File: src/dtc_pkg.sv
/*
  Shared constants and types of the four-channel transfer controller:
  register offsets, field positions, reset values and bus carriers.
  Assumes nothing beyond a SystemVerilog compiler.
*/
package dtc_pkg;

  localparam int NUM_CH = 4;
  localparam int TRIG_W = 6;
  localparam int NUM_TRIG = 45;
  localparam int ADDR_W = 32;
  localparam int CNT_W = 16;
  localparam int PADDR_W = 8;

  ////////////////////////////////////////////////////////////////////////////
  // register map: per channel block of four words, one status word
  localparam logic [PADDR_W-1:0] OFF_SRC = 8'h00;
  localparam logic [PADDR_W-1:0] OFF_DST = 8'h04;
  localparam logic [PADDR_W-1:0] OFF_CNT = 8'h08;
  localparam logic [PADDR_W-1:0] OFF_CTRL = 8'h0C;
  localparam logic [PADDR_W-1:0] OFF_STATUS = 8'h40;
  localparam int CH_LSB = 4;
  localparam int REG_W = 4;

  // control word fields
  localparam int CTRL_TRIG_LSB = 0;
  localparam int CTRL_EN_BIT = 8;
  localparam int CTRL_HALF_BIT = 9;
  localparam int CTRL_SRC_LSB = 10;
  localparam int CTRL_DST_LSB = 12;

  // status word fields
  localparam int STAT_PEND_LSB = 0;
  localparam int STAT_TC_LSB = 8;
  localparam int STAT_BUSY_BIT = 16;

  // reset values and address steps
  localparam logic [ADDR_W-1:0] ADDR_RESET = 32'h0000_0000;
  localparam logic [CNT_W-1:0] CNT_RESET = 16'h0000;
  localparam logic [ADDR_W-1:0] STEP_BYTE = 32'h0000_0001;
  localparam logic [ADDR_W-1:0] STEP_HALF = 32'h0000_0002;

  ////////////////////////////////////////////////////////////////////////////
  // target kind decides the bus width seen by the sequencer
  typedef enum logic [1:0] {
    DTC_KIND_PERIPH,
    DTC_KIND_RAM,
    DTC_KIND_EXT8,
    DTC_KIND_EXT16
  } dtc_kind_t;

  typedef struct packed {
    dtc_kind_t dst_kind;
    dtc_kind_t src_kind;
    logic half;
    logic enable;
    logic [TRIG_W-1:0] trig;
  } dtc_ctrl_t;

  localparam dtc_ctrl_t CTRL_RESET = '{DTC_KIND_PERIPH, DTC_KIND_PERIPH, 1'b0, 1'b0, 6'h00};

  // one request on the internal system bus, held until bus_ready
  typedef struct packed {
    logic req;
    logic write;
    logic half;
    logic [ADDR_W-1:0] addr;
    logic [15:0] wdata;
  } dtc_bus_req_t;

  localparam dtc_bus_req_t BUS_IDLE = '{1'b0, 1'b0, 1'b0, 32'h0000_0000, 16'h0000};

endpackage

File: src/dtc_core.sv
/*
  Four-channel single-transfer controller: APB register slave, trigger
  capture, fixed-priority arbitration and a read / idle / write sequencer
  with 8/16/32-bit width conversion on the internal system bus.
  Assumes one clock pclk, trigger pulses and bus_ready synchronous to it,
  and a bus that holds no request of ours except while bus_held is high.
*/
// Added by the designer: the register addresses and the APB slave port.
// What this block does
// six-bit trigger select per channel; zero means no request starts transfers
// codes 1 to 45 map to fixed on-chip requests; higher codes prohibited
// software must not use ROM targets or RAM to RAM copies
// single transfer mode only: one item, then bus given back
// each later request gives one more transfer until count reaches terminal
// after bus release a pending higher-priority channel is served first
// request for a channel during its own transfer cycle is discarded
// lower-priority request during a cycle waits until bus returned to CPU
// each transfer is a read of source then a write of destination
// exactly one idle clock between read cycle and write cycle
// 32-bit to 16-bit target: one read, upper half undriven, one 16-bit write
// 16/32-bit to 8-bit target: one 16-bit read then two 8-bit writes
// 8-bit to 16/32-bit target: two 8-bit reads then one 16-bit write
// between 16-bit and 32-bit targets: one 16-bit read, one 16-bit write
// peripherals are 16-bit, internal RAM 32-bit, external memory 8 or 16-bit
// software picks transfer size equal to a peripheral register's width
// fixed priority channel 0 highest, re-evaluated on every transfer cycle
// selected trigger sets pending even if disabled; enabling then starts at once
// triggers during standby neither start a transfer nor set pending
// at terminal count clear enable, set terminal flag, raise transfer-end irq
// prohibited trigger codes behave like the disabled code
`timescale 1ns/1ns
module dtc_core #(
  parameter int NUM_CH = dtc_pkg::NUM_CH,
  parameter int NUM_TRIG = dtc_pkg::NUM_TRIG
) (
  input wire logic pclk,
  input wire logic presetn,
  input wire logic psel,
  input wire logic penable,
  input wire logic pwrite,
  input wire logic [dtc_pkg::PADDR_W-1:0] paddr,
  input wire logic [31:0] pwdata,
  output logic [31:0] prdata,
  output logic pready,
  output logic pslverr,
  input wire logic [NUM_TRIG-1:0] trig_lines,
  input wire logic standby,
  output dtc_pkg::dtc_bus_req_t bus_out,
  input wire logic bus_ready,
  input wire logic [15:0] bus_rdata,
  output logic bus_held,
  output logic [NUM_CH-1:0] transfer_end_irq
);
  localparam int IW = $clog2(NUM_CH);
  localparam int W = dtc_pkg::TRIG_W;
  localparam int AW = dtc_pkg::ADDR_W;

  typedef enum logic [2:0] {
    ST_IDLE,
    ST_READ,
    ST_GAP,
    ST_WRITE,
    ST_RELEASE
  } dtc_state_t;

  dtc_state_t state;
  logic [IW-1:0] cur;
  logic phase;
  logic [15:0] dbuf;
  logic [AW-1:0] src_addr [NUM_CH];
  logic [AW-1:0] dst_addr [NUM_CH];
  logic [dtc_pkg::CNT_W-1:0] count [NUM_CH];
  dtc_pkg::dtc_ctrl_t ctrl [NUM_CH];
  logic [NUM_CH-1:0] request_pending_flag;
  logic [NUM_CH-1:0] terminal_count_flag;

  ////////////////////////////////////////////////////////////////////////////
  // apb decode
  logic setup_rd;
  logic acc_wr;
  logic acc_rd;
  logic [IW-1:0] reg_ch;
  logic [dtc_pkg::PADDR_W-1:0] reg_off;
  logic is_status;
  logic is_chan;

  assign setup_rd = psel && !penable && !pwrite;
  assign acc_wr = psel && penable && pready && pwrite && !pslverr;
  assign acc_rd = psel && penable && pready && !pwrite && !pslverr;
  assign reg_ch = paddr[dtc_pkg::CH_LSB +: IW];
  assign reg_off = {{(dtc_pkg::PADDR_W-dtc_pkg::REG_W){1'b0}}, paddr[dtc_pkg::REG_W-1:0]};
  assign is_status = (paddr == dtc_pkg::OFF_STATUS);
  assign is_chan = (paddr < dtc_pkg::OFF_STATUS) && (paddr[1:0] == 2'h0);

  ////////////////////////////////////////////////////////////////////////////
  // trigger decode and arbitration
  logic [NUM_CH-1:0] hit;
  logic [NUM_CH-1:0] enables;
  logic [NUM_CH*W-1:0] sel_flat;
  logic [IW-1:0] winner;
  logic win_valid;
  logic [NUM_CH-1:0] cur_onehot;

  genvar g;
  generate
    for (g = 0; g < NUM_CH; g++) begin : g_flat
      assign sel_flat[g*W +: W] = ctrl[g].trig;
      assign enables[g] = ctrl[g].enable;
      assign cur_onehot[g] = (cur == IW'(g));
    end
  endgenerate

  dtc_trig #(.NUM_CH(NUM_CH), .NUM_TRIG(NUM_TRIG)) u_trig (
    .trig_lines(trig_lines),
    .sel(sel_flat),
    .candidates(request_pending_flag & enables),
    .hit(hit),
    .winner(winner),
    .win_valid(win_valid)
  );

  ////////////////////////////////////////////////////////////////////////////
  // width plan of the active channel
  logic src8;
  logic dst8;
  logic two_reads;
  logic two_writes;
  logic rd_half;
  logic wr_half;
  logic in_cycle;
  logic grant;
  logic last_write;
  logic done;

  // peripheral 16-bit and RAM 32-bit read as 16; only ext8 is byte wide
  assign src8 = (ctrl[cur].src_kind == dtc_pkg::DTC_KIND_EXT8);
  assign dst8 = (ctrl[cur].dst_kind == dtc_pkg::DTC_KIND_EXT8);
  assign two_reads = ctrl[cur].half && src8;
  assign two_writes = ctrl[cur].half && dst8;
  assign rd_half = ctrl[cur].half && !src8; // see
  assign wr_half = ctrl[cur].half && !dst8;
  assign in_cycle = (state == ST_READ) || (state == ST_GAP) || (state == ST_WRITE);
  assign grant = (state == ST_IDLE) && win_valid;
  assign last_write = !two_writes || phase;
  assign done = (state == ST_WRITE) && bus_ready && last_write;
  logic [NUM_CH-1:0] set_pend;
  logic [NUM_CH-1:0] clr_pend;
  logic [NUM_CH-1:0] set_tc;
  generate
    for (g = 0; g < NUM_CH; g++) begin : g_flags
      assign set_pend[g] = hit[g] && !standby && !(in_cycle && cur_onehot[g]); // see see
      assign clr_pend[g] = (grant && winner == IW'(g))
        || (acc_wr && is_status && !pwdata[dtc_pkg::STAT_PEND_LSB + g]);
      assign set_tc[g] = done && cur_onehot[g] && count[g] <= dtc_pkg::CNT_W'(1);
    end
  endgenerate

  ////////////////////////////////////////////////////////////////////////////
  // sequencer: read, one idle clock, write, then bus back for at least two clocks
  always_ff @(posedge pclk or negedge presetn) begin
    if (!presetn) begin
      state <= ST_IDLE;
      cur <= '0;
      phase <= 1'b0;
      dbuf <= 16'h0000;
      bus_out <= dtc_pkg::BUS_IDLE;
      bus_held <= 1'b0;
    end else begin
      case (state)
        ST_IDLE: begin
          if (win_valid) begin
            cur <= winner;
            phase <= 1'b0;
            bus_held <= 1'b1;
            bus_out.req <= 1'b1;
            bus_out.write <= 1'b0;
            bus_out.half <= ctrl[winner].half && (ctrl[winner].src_kind != dtc_pkg::DTC_KIND_EXT8);
            bus_out.addr <= src_addr[winner];
            bus_out.wdata <= 16'h0000;
            state <= ST_READ;
          end
        end
        ST_READ: begin
          if (bus_ready) begin
            if (two_reads) begin
              if (phase) begin
                dbuf[15:8] <= bus_rdata[7:0];
              end else begin
                dbuf[7:0] <= bus_rdata[7:0];
              end
            end else begin
              dbuf <= rd_half ? bus_rdata : {8'h00, bus_rdata[7:0]};
            end
            if (two_reads && !phase) begin
              phase <= 1'b1;
              bus_out.addr <= src_addr[cur] + dtc_pkg::STEP_BYTE;
            end else begin
              phase <= 1'b0;
              bus_out <= dtc_pkg::BUS_IDLE;
              state <= ST_GAP;
            end
          end
        end
        ST_GAP: begin
          bus_out.req <= 1'b1;
          bus_out.write <= 1'b1;
          bus_out.half <= wr_half;
          bus_out.addr <= dst_addr[cur];
          bus_out.wdata <= two_writes ? {8'h00, dbuf[7:0]} : dbuf;
          state <= ST_WRITE;
        end
        ST_WRITE: begin
          if (bus_ready) begin
            if (!last_write) begin
              phase <= 1'b1;
              bus_out.addr <= dst_addr[cur] + dtc_pkg::STEP_BYTE;
              bus_out.wdata <= {8'h00, dbuf[15:8]};
            end else begin
              phase <= 1'b0;
              bus_out <= dtc_pkg::BUS_IDLE;
              bus_held <= 1'b0;
              state <= ST_RELEASE;
            end
          end
        end
        ST_RELEASE: begin
          state <= ST_IDLE;
        end
        default: begin
          state <= ST_IDLE;
          bus_out <= dtc_pkg::BUS_IDLE;
          bus_held <= 1'b0;
        end
      endcase
    end
  end

  ////////////////////////////////////////////////////////////////////////////
  // channel registers: software writes, then end-of-transfer updates on top
  always_ff @(posedge pclk or negedge presetn) begin
    if (!presetn) begin
      for (int i = 0; i < NUM_CH; i++) begin
        src_addr[i] <= dtc_pkg::ADDR_RESET;
        dst_addr[i] <= dtc_pkg::ADDR_RESET;
        count[i] <= dtc_pkg::CNT_RESET;
        ctrl[i] <= dtc_pkg::CTRL_RESET;
      end
    end else begin
      if (acc_wr && is_chan) begin
        case (reg_off)
          dtc_pkg::OFF_SRC: src_addr[reg_ch] <= pwdata;
          dtc_pkg::OFF_DST: dst_addr[reg_ch] <= pwdata;
          dtc_pkg::OFF_CNT: count[reg_ch] <= pwdata[dtc_pkg::CNT_W-1:0];
          dtc_pkg::OFF_CTRL: begin
            ctrl[reg_ch].trig <= pwdata[dtc_pkg::CTRL_TRIG_LSB +: W];
            ctrl[reg_ch].enable <= pwdata[dtc_pkg::CTRL_EN_BIT];
            ctrl[reg_ch].half <= pwdata[dtc_pkg::CTRL_HALF_BIT];
            ctrl[reg_ch].src_kind <= dtc_pkg::dtc_kind_t'(pwdata[dtc_pkg::CTRL_SRC_LSB +: 2]);
            ctrl[reg_ch].dst_kind <= dtc_pkg::dtc_kind_t'(pwdata[dtc_pkg::CTRL_DST_LSB +: 2]);
          end
          default: begin
          end
        endcase
      end
      if (done) begin
        src_addr[cur] <= src_addr[cur] + (ctrl[cur].half ? dtc_pkg::STEP_HALF : dtc_pkg::STEP_BYTE);
        dst_addr[cur] <= dst_addr[cur] + (ctrl[cur].half ? dtc_pkg::STEP_HALF : dtc_pkg::STEP_BYTE);
        count[cur] <= count[cur] - 1'b1;
        if (count[cur] <= dtc_pkg::CNT_W'(1)) begin
          ctrl[cur].enable <= 1'b0;
        end
      end
    end
  end

  ////////////////////////////////////////////////////////////////////////////
  // pending and terminal flags; a hardware set beats a software clear
  always_ff @(posedge pclk or negedge presetn) begin
    if (!presetn) begin
      request_pending_flag <= '0;
      terminal_count_flag <= '0;
      transfer_end_irq <= '0;
    end else begin
      for (int i = 0; i < NUM_CH; i++) begin
        if (set_pend[i]) begin
          request_pending_flag[i] <= 1'b1;
        end else if (clr_pend[i]) begin
          request_pending_flag[i] <= 1'b0;
        end
        if (set_tc[i]) begin
          terminal_count_flag[i] <= 1'b1;
        end else if (acc_rd && is_status) begin
          terminal_count_flag[i] <= 1'b0;
        end
        transfer_end_irq[i] <= set_tc[i];
      end
    end
  end

  ////////////////////////////////////////////////////////////////////////////
  // apb answer: data latched in setup, pready in the access cycle
  always_ff @(posedge pclk or negedge presetn) begin
    if (!presetn) begin
      prdata <= 32'h0000_0000;
      pready <= 1'b0;
      pslverr <= 1'b0;
    end else begin
      pready <= psel && !penable;
      pslverr <= psel && !penable && !is_status && !is_chan;
      if (setup_rd) begin
        prdata <= 32'h0000_0000;
        if (is_status) begin
          prdata[dtc_pkg::STAT_PEND_LSB +: NUM_CH] <= request_pending_flag;
          prdata[dtc_pkg::STAT_TC_LSB +: NUM_CH] <= terminal_count_flag;
          prdata[dtc_pkg::STAT_BUSY_BIT] <= bus_held;
        end else if (is_chan) begin
          case (reg_off)
            dtc_pkg::OFF_SRC: prdata <= src_addr[reg_ch];
            dtc_pkg::OFF_DST: prdata <= dst_addr[reg_ch];
            dtc_pkg::OFF_CNT: prdata[dtc_pkg::CNT_W-1:0] <= count[reg_ch];
            dtc_pkg::OFF_CTRL: begin
              prdata[dtc_pkg::CTRL_TRIG_LSB +: W] <= ctrl[reg_ch].trig;
              prdata[dtc_pkg::CTRL_EN_BIT] <= ctrl[reg_ch].enable;
              prdata[dtc_pkg::CTRL_HALF_BIT] <= ctrl[reg_ch].half;
              prdata[dtc_pkg::CTRL_SRC_LSB +: 2] <= ctrl[reg_ch].src_kind;
              prdata[dtc_pkg::CTRL_DST_LSB +: 2] <= ctrl[reg_ch].dst_kind;
            end
            default: begin
            end
          endcase
        end
      end
    end
  end

endmodule // dtc_core

File: src/dtc_trig.sv
/*
  Trigger decoder and fixed-priority picker of the transfer controller.
  Assumes trigger lines are single-clock pulses synchronous to pclk.
*/
`timescale 1ns/1ns
module dtc_trig #(
  parameter int NUM_CH = dtc_pkg::NUM_CH,
  parameter int NUM_TRIG = dtc_pkg::NUM_TRIG
) (
  input wire logic [NUM_TRIG-1:0] trig_lines,
  input wire logic [NUM_CH*dtc_pkg::TRIG_W-1:0] sel,
  input wire logic [NUM_CH-1:0] candidates,
  output logic [NUM_CH-1:0] hit,
  output logic [$clog2(NUM_CH)-1:0] winner,
  output logic win_valid
);
  localparam int W = dtc_pkg::TRIG_W;
  localparam int IW = $clog2(NUM_CH);

  // code k selects line k-1; code zero and codes above the table hit nothing
  logic [(1<<W)-1:0] lines_ext;
  assign lines_ext = {{((1<<W)-NUM_TRIG-1){1'b0}}, trig_lines, 1'b0};

  ////////////////////////////////////////////////////////////////////////////
  genvar ch;
  generate
    for (ch = 0; ch < NUM_CH; ch++) begin : g_dec
      logic [W-1:0] code;
      assign code = sel[ch*W +: W];
      assign hit[ch] = (code != '0) && (code <= W'(NUM_TRIG)) && lines_ext[code]; // see see
    end
  endgenerate

  ////////////////////////////////////////////////////////////////////////////
  // channel 0 highest, scanned from the lowest priority up
  always_comb begin
    winner = '0;
    win_valid = 1'b0;
    for (int i = NUM_CH - 1; i >= 0; i--) begin
      if (candidates[i]) begin
        winner = IW'(i);
        win_valid = 1'b1;
      end
    end
  end

endmodule // dtc_trig

File: config.mk
export PLATFORM = sky130hd
export DESIGN_NAME = dtc_core
export DESIGN_NICKNAME = d
export VERILOG_FILES = /design/src/dtc_pkg.sv /design/src/dtc_core.sv /design/src/dtc_trig.sv
export SDC_FILE = /design/constraint.sdc
export NUM_CORES = 2
export LEC_CHECK = 0
export ABC_AREA = 1
export BUFFER_PORTS_ARGS = -buffer_cell sky130_fd_sc_hd__buf_2
export CORE_MARGIN = 10
export CORE_UTILIZATION = 40
export CTS_CLUSTER_SIZE = 16
export DETAILED_ROUTE_END_ITERATION = 16
export GPL_TIMING_DRIVEN = 0
export PLACE_DENSITY = 0.59
export SYNTH_ARGS = -nofsm -noshare
export SYNTH_HDL_FRONTEND = slang
export SYNTH_SLANG_ARGS = --single-unit
export TNS_END_PERCENT = 100
File: constraint.sdc
create_clock -name pclk -period 7 [get_ports pclk]
set_clock_uncertainty 0.05 [all_clocks]
set_input_delay 0.7 -clock pclk [delete_from_list [all_inputs] [get_ports pclk]]
set_output_delay 0.7 -clock pclk [all_outputs]
set_load 0.02 [all_outputs]
==> flow_summary.ini <==
[layout]
syn_to_final_growth_pct = 14.5
n_fill_cell = 8898
seqCellArea_mm2 = 0.0122
drive_gt1_share_pct = 9.38
stdcell_area_mm2 = 0.0381
multi_input_area_mm2 = 0.0183
utilization_pct = 46.3
nets = 5422
final_cell_mix = nand2_1 (1851), o21ai_0 (594), dfrtp_1 (488)
final_common_cell = nand2_1

[global_routing]
gr-total-overflow = 0
use_met1_pct = 53.1
globalRouteMet3Util_pct = 15.3
grt_start_max_net_pins = 112
grtUsageMet2_pct = 59.0
grt_first_pass_wirelength_um = 288000
grtUsageTotal_pct = 42.6
grt_pass1_vias = 37496
antenna_found_initial = 9
top_usage_layer = met2

[min_path]
hp-start = penable
hold_class = in2reg
min_path_cells = 2

[logic_synthesis]
syn_nets = 5156
syn-cell-area_mm2 = 0.0332
syn_inst = 5038
ys.warnings.count = 0
synth-seq-cells = 488
synth_top_cell_area_share_pct = 36.7
synth_top_area_cell = dfrtp_1
yosysSeqAreaShare_pct = 36.7
synth.distinct_cells = 49
synth.area.top_cells = dfrtp_1 (37%), nand2_1 (21%), o21ai_0 (8.9%), inv_1 (4.1%), nand3_1 (3.6%)
avgSynthCellArea_um2 = 6.60

[timing]
finalSetupViolCount = 0
max_freq_ghz = 0.175
slew_headroom_pct = -8.61
tns_ns = 0
setup_slack_ns = 1.28
post-route-period-util_pct = 81.8
hold_viol_final = 0
fin_hold_ws_ns = 0.161
worstMarginPinSlew_ns = 1.63
final_max_slew_viol_count = 99
rsz0062_at_grt = no
fin_crit_ns = 5.72

[floorplan]
start_util_pct = 40.4
rows = 105
fp.dieArea_mm2 = 0.0950
die_h_um = 308
fp.dieW_um = 308
coreArea_mm2 = 0.0822
pin_count = 198

[routing]
wl_per_cell_um = 32.6
vias = 40655
drt_first_pass_iters = 10
ant_nets = 0
drc = 0
drt-initial-drc-count = 7225
avgViaCountPerCell = 6.33
finalWirelength_um = 209000

[critical_path]
critPathKind = reg2reg
worstPathArrival_ns = 6.22
reg2reg_from = cur[1]$_DFFE_PN0P_
crit_fanout = 10
cp-end-kind = register
worstPathRequired_ns = 7.49
startpoint = cur[1]$_DFFE_PN0P_
cp_cell_sequence = buf_4, nor2_1, buf_2, nand2_1, o21ai_0, nor2_1, inv_1, ha_1, inv_1, fa_1, nand3b_1, nor3_1, nand2_1, nand3_1, o21ai_0
critPathSlowestCell = nor3_1
cp-start-kind = register
max_stage_delay_ns = 1.15
reg2reg_depth = 15

[cts]
numCtsBuffers = 60
cts_tree = built
root_buffer = clkbuf_16
clkTransAtPathRegs_ns = 0.07
cts_resized = 0
clkSinkCount = 488
h-tree-depth = 2
clk_latency_ns = 0.69
clk_path_buf_depth = 3

[pwr]
powerDensity_mw_per_mm2 = 185
ir_worst_vdd_mv = 0.209
p_leak_nw = 17.4

[placed_design]
place_hpwl_um = 156000
io_buffers = 197
pre_cts_slack_ns = 1.76
placed_area_mm2 = 0.0357
gp_congestion = 1.06

[outcome]
failed_checks = capacitance limit, slew limit
status = finished with violations

[job]
drv_cap = 10
[sequential cells by signal, summed over array words and instances, names as in the netlist, 4 cells and up, named ones only]
signal	cells
dst_addr	128
terminal_count_flag	4
bus_out	51
count	64
dbuf	16
prdata	32
request_pending_flag	4
transfer_end_irq	4
src_addr	128
ctrl	4
[synthesized netlist by cell type (all sizes together)]
library cell	count
clkbuf	175
ha	8
fa	2
o2111ai	5
nor3b	1
o22ai	63
a21o	9
o21bai	3
o311ai	3
nand2	1861
a21oi	158
o31ai	4
xor2	70
nor2	291
o21ai	770
xnor2	4
buf	112
nand3b	2
nor4	17
clkinv	13
inv	384
o211ai	64
a22oi	155
nand4	38
a31oi	7
a221oi	1
nand3	238
nor3	19
or2	11
a22o	19
a211oi	1
mux2i	2
o221ai	40
dfrtp	488
[per-layer routing]
metal | wire, um | vias to the layer above
li1 | - | 17242
met1 | 77500 | 19455
met2 | 82900 | 3197
met3 | 29500 | 749
met4 | 19300 | 12
met5 | 141 | -
[worst paths after layout]
path	endpoint	slack (ns)
max in group asynchronous	src_addr[23]$_DFF_PN0_	4.88
min in group asynchronous	transfer_end_irq[0]$_DFF_PN0_	0.52
hold reg to reg	bus_out[45]$_DFFE_PN0P_	0.42
setup / recovery	dst_addr[58]$_DFF_PN0_	1.28
setup reg to reg	dst_addr[58]$_DFF_PN0_	1.28
hold / removal	pready$_DFF_PN0_	0.16
[final cells by class]
class                           count  area share, %
Clock inverter                     34           1.65
Antenna cell                        2         0.0131
Sequential cell                   488           32.1
Inverter                          397           3.91
Timing Repair Buffer              204           3.04
Multi-Input combinational cell   3866           48.0
Buffer                            287           3.38
Tap cell                         1070           3.52
Clock buffer                       78           4.44
[cell families after synthesis]
group,count (synthesis),share of synthesized area (%)
AND/OR/NAND/NOR,2478,30.0
AO/OA/AOI/OAI,1302,22.4
buffers and inverters,684,8.35
flip-flops,488,36.7
XOR/XNOR,74,1.97
adder cells (fa/ha/maj),10,0.422
multiplexers,2,0.0602
[repair_timing]
item,4_1_cts,5_1_grt
setup endpoints to repair,0,0
hold endpoints to repair,22,0
setup buffers,0,0
hold buffers,1,0
[worst max-delay path: cells and delay by family (launching register included)]
kind            cells  cell delay [ns]
compound gates      2             0.19
flops               1             0.39
fa+ha+maj           2             0.69
simple gates        7             3.22
buf+inv             4             1.04
[report_power, final]
part / leakage (nW) / total (mW) / switching (mW) / internal, mW
sequential: 6.34 / 2.86 / 0.0125 / 2.85
clock: 1.14 / 3.77 / 1.48 / 2.29
combinational: 9.90 / 0.415 / 0.336 / 0.0798
[stage by stage]
step	total power, mW	std cells
after floorplan	3.04	5038
after global placement	3.30	6305
after detailed placement	3.31	6311
after CTS	7.00	6424
after global routing	7.14	6425
final	7.05	6426
Power figures use the tool's default switching activity.
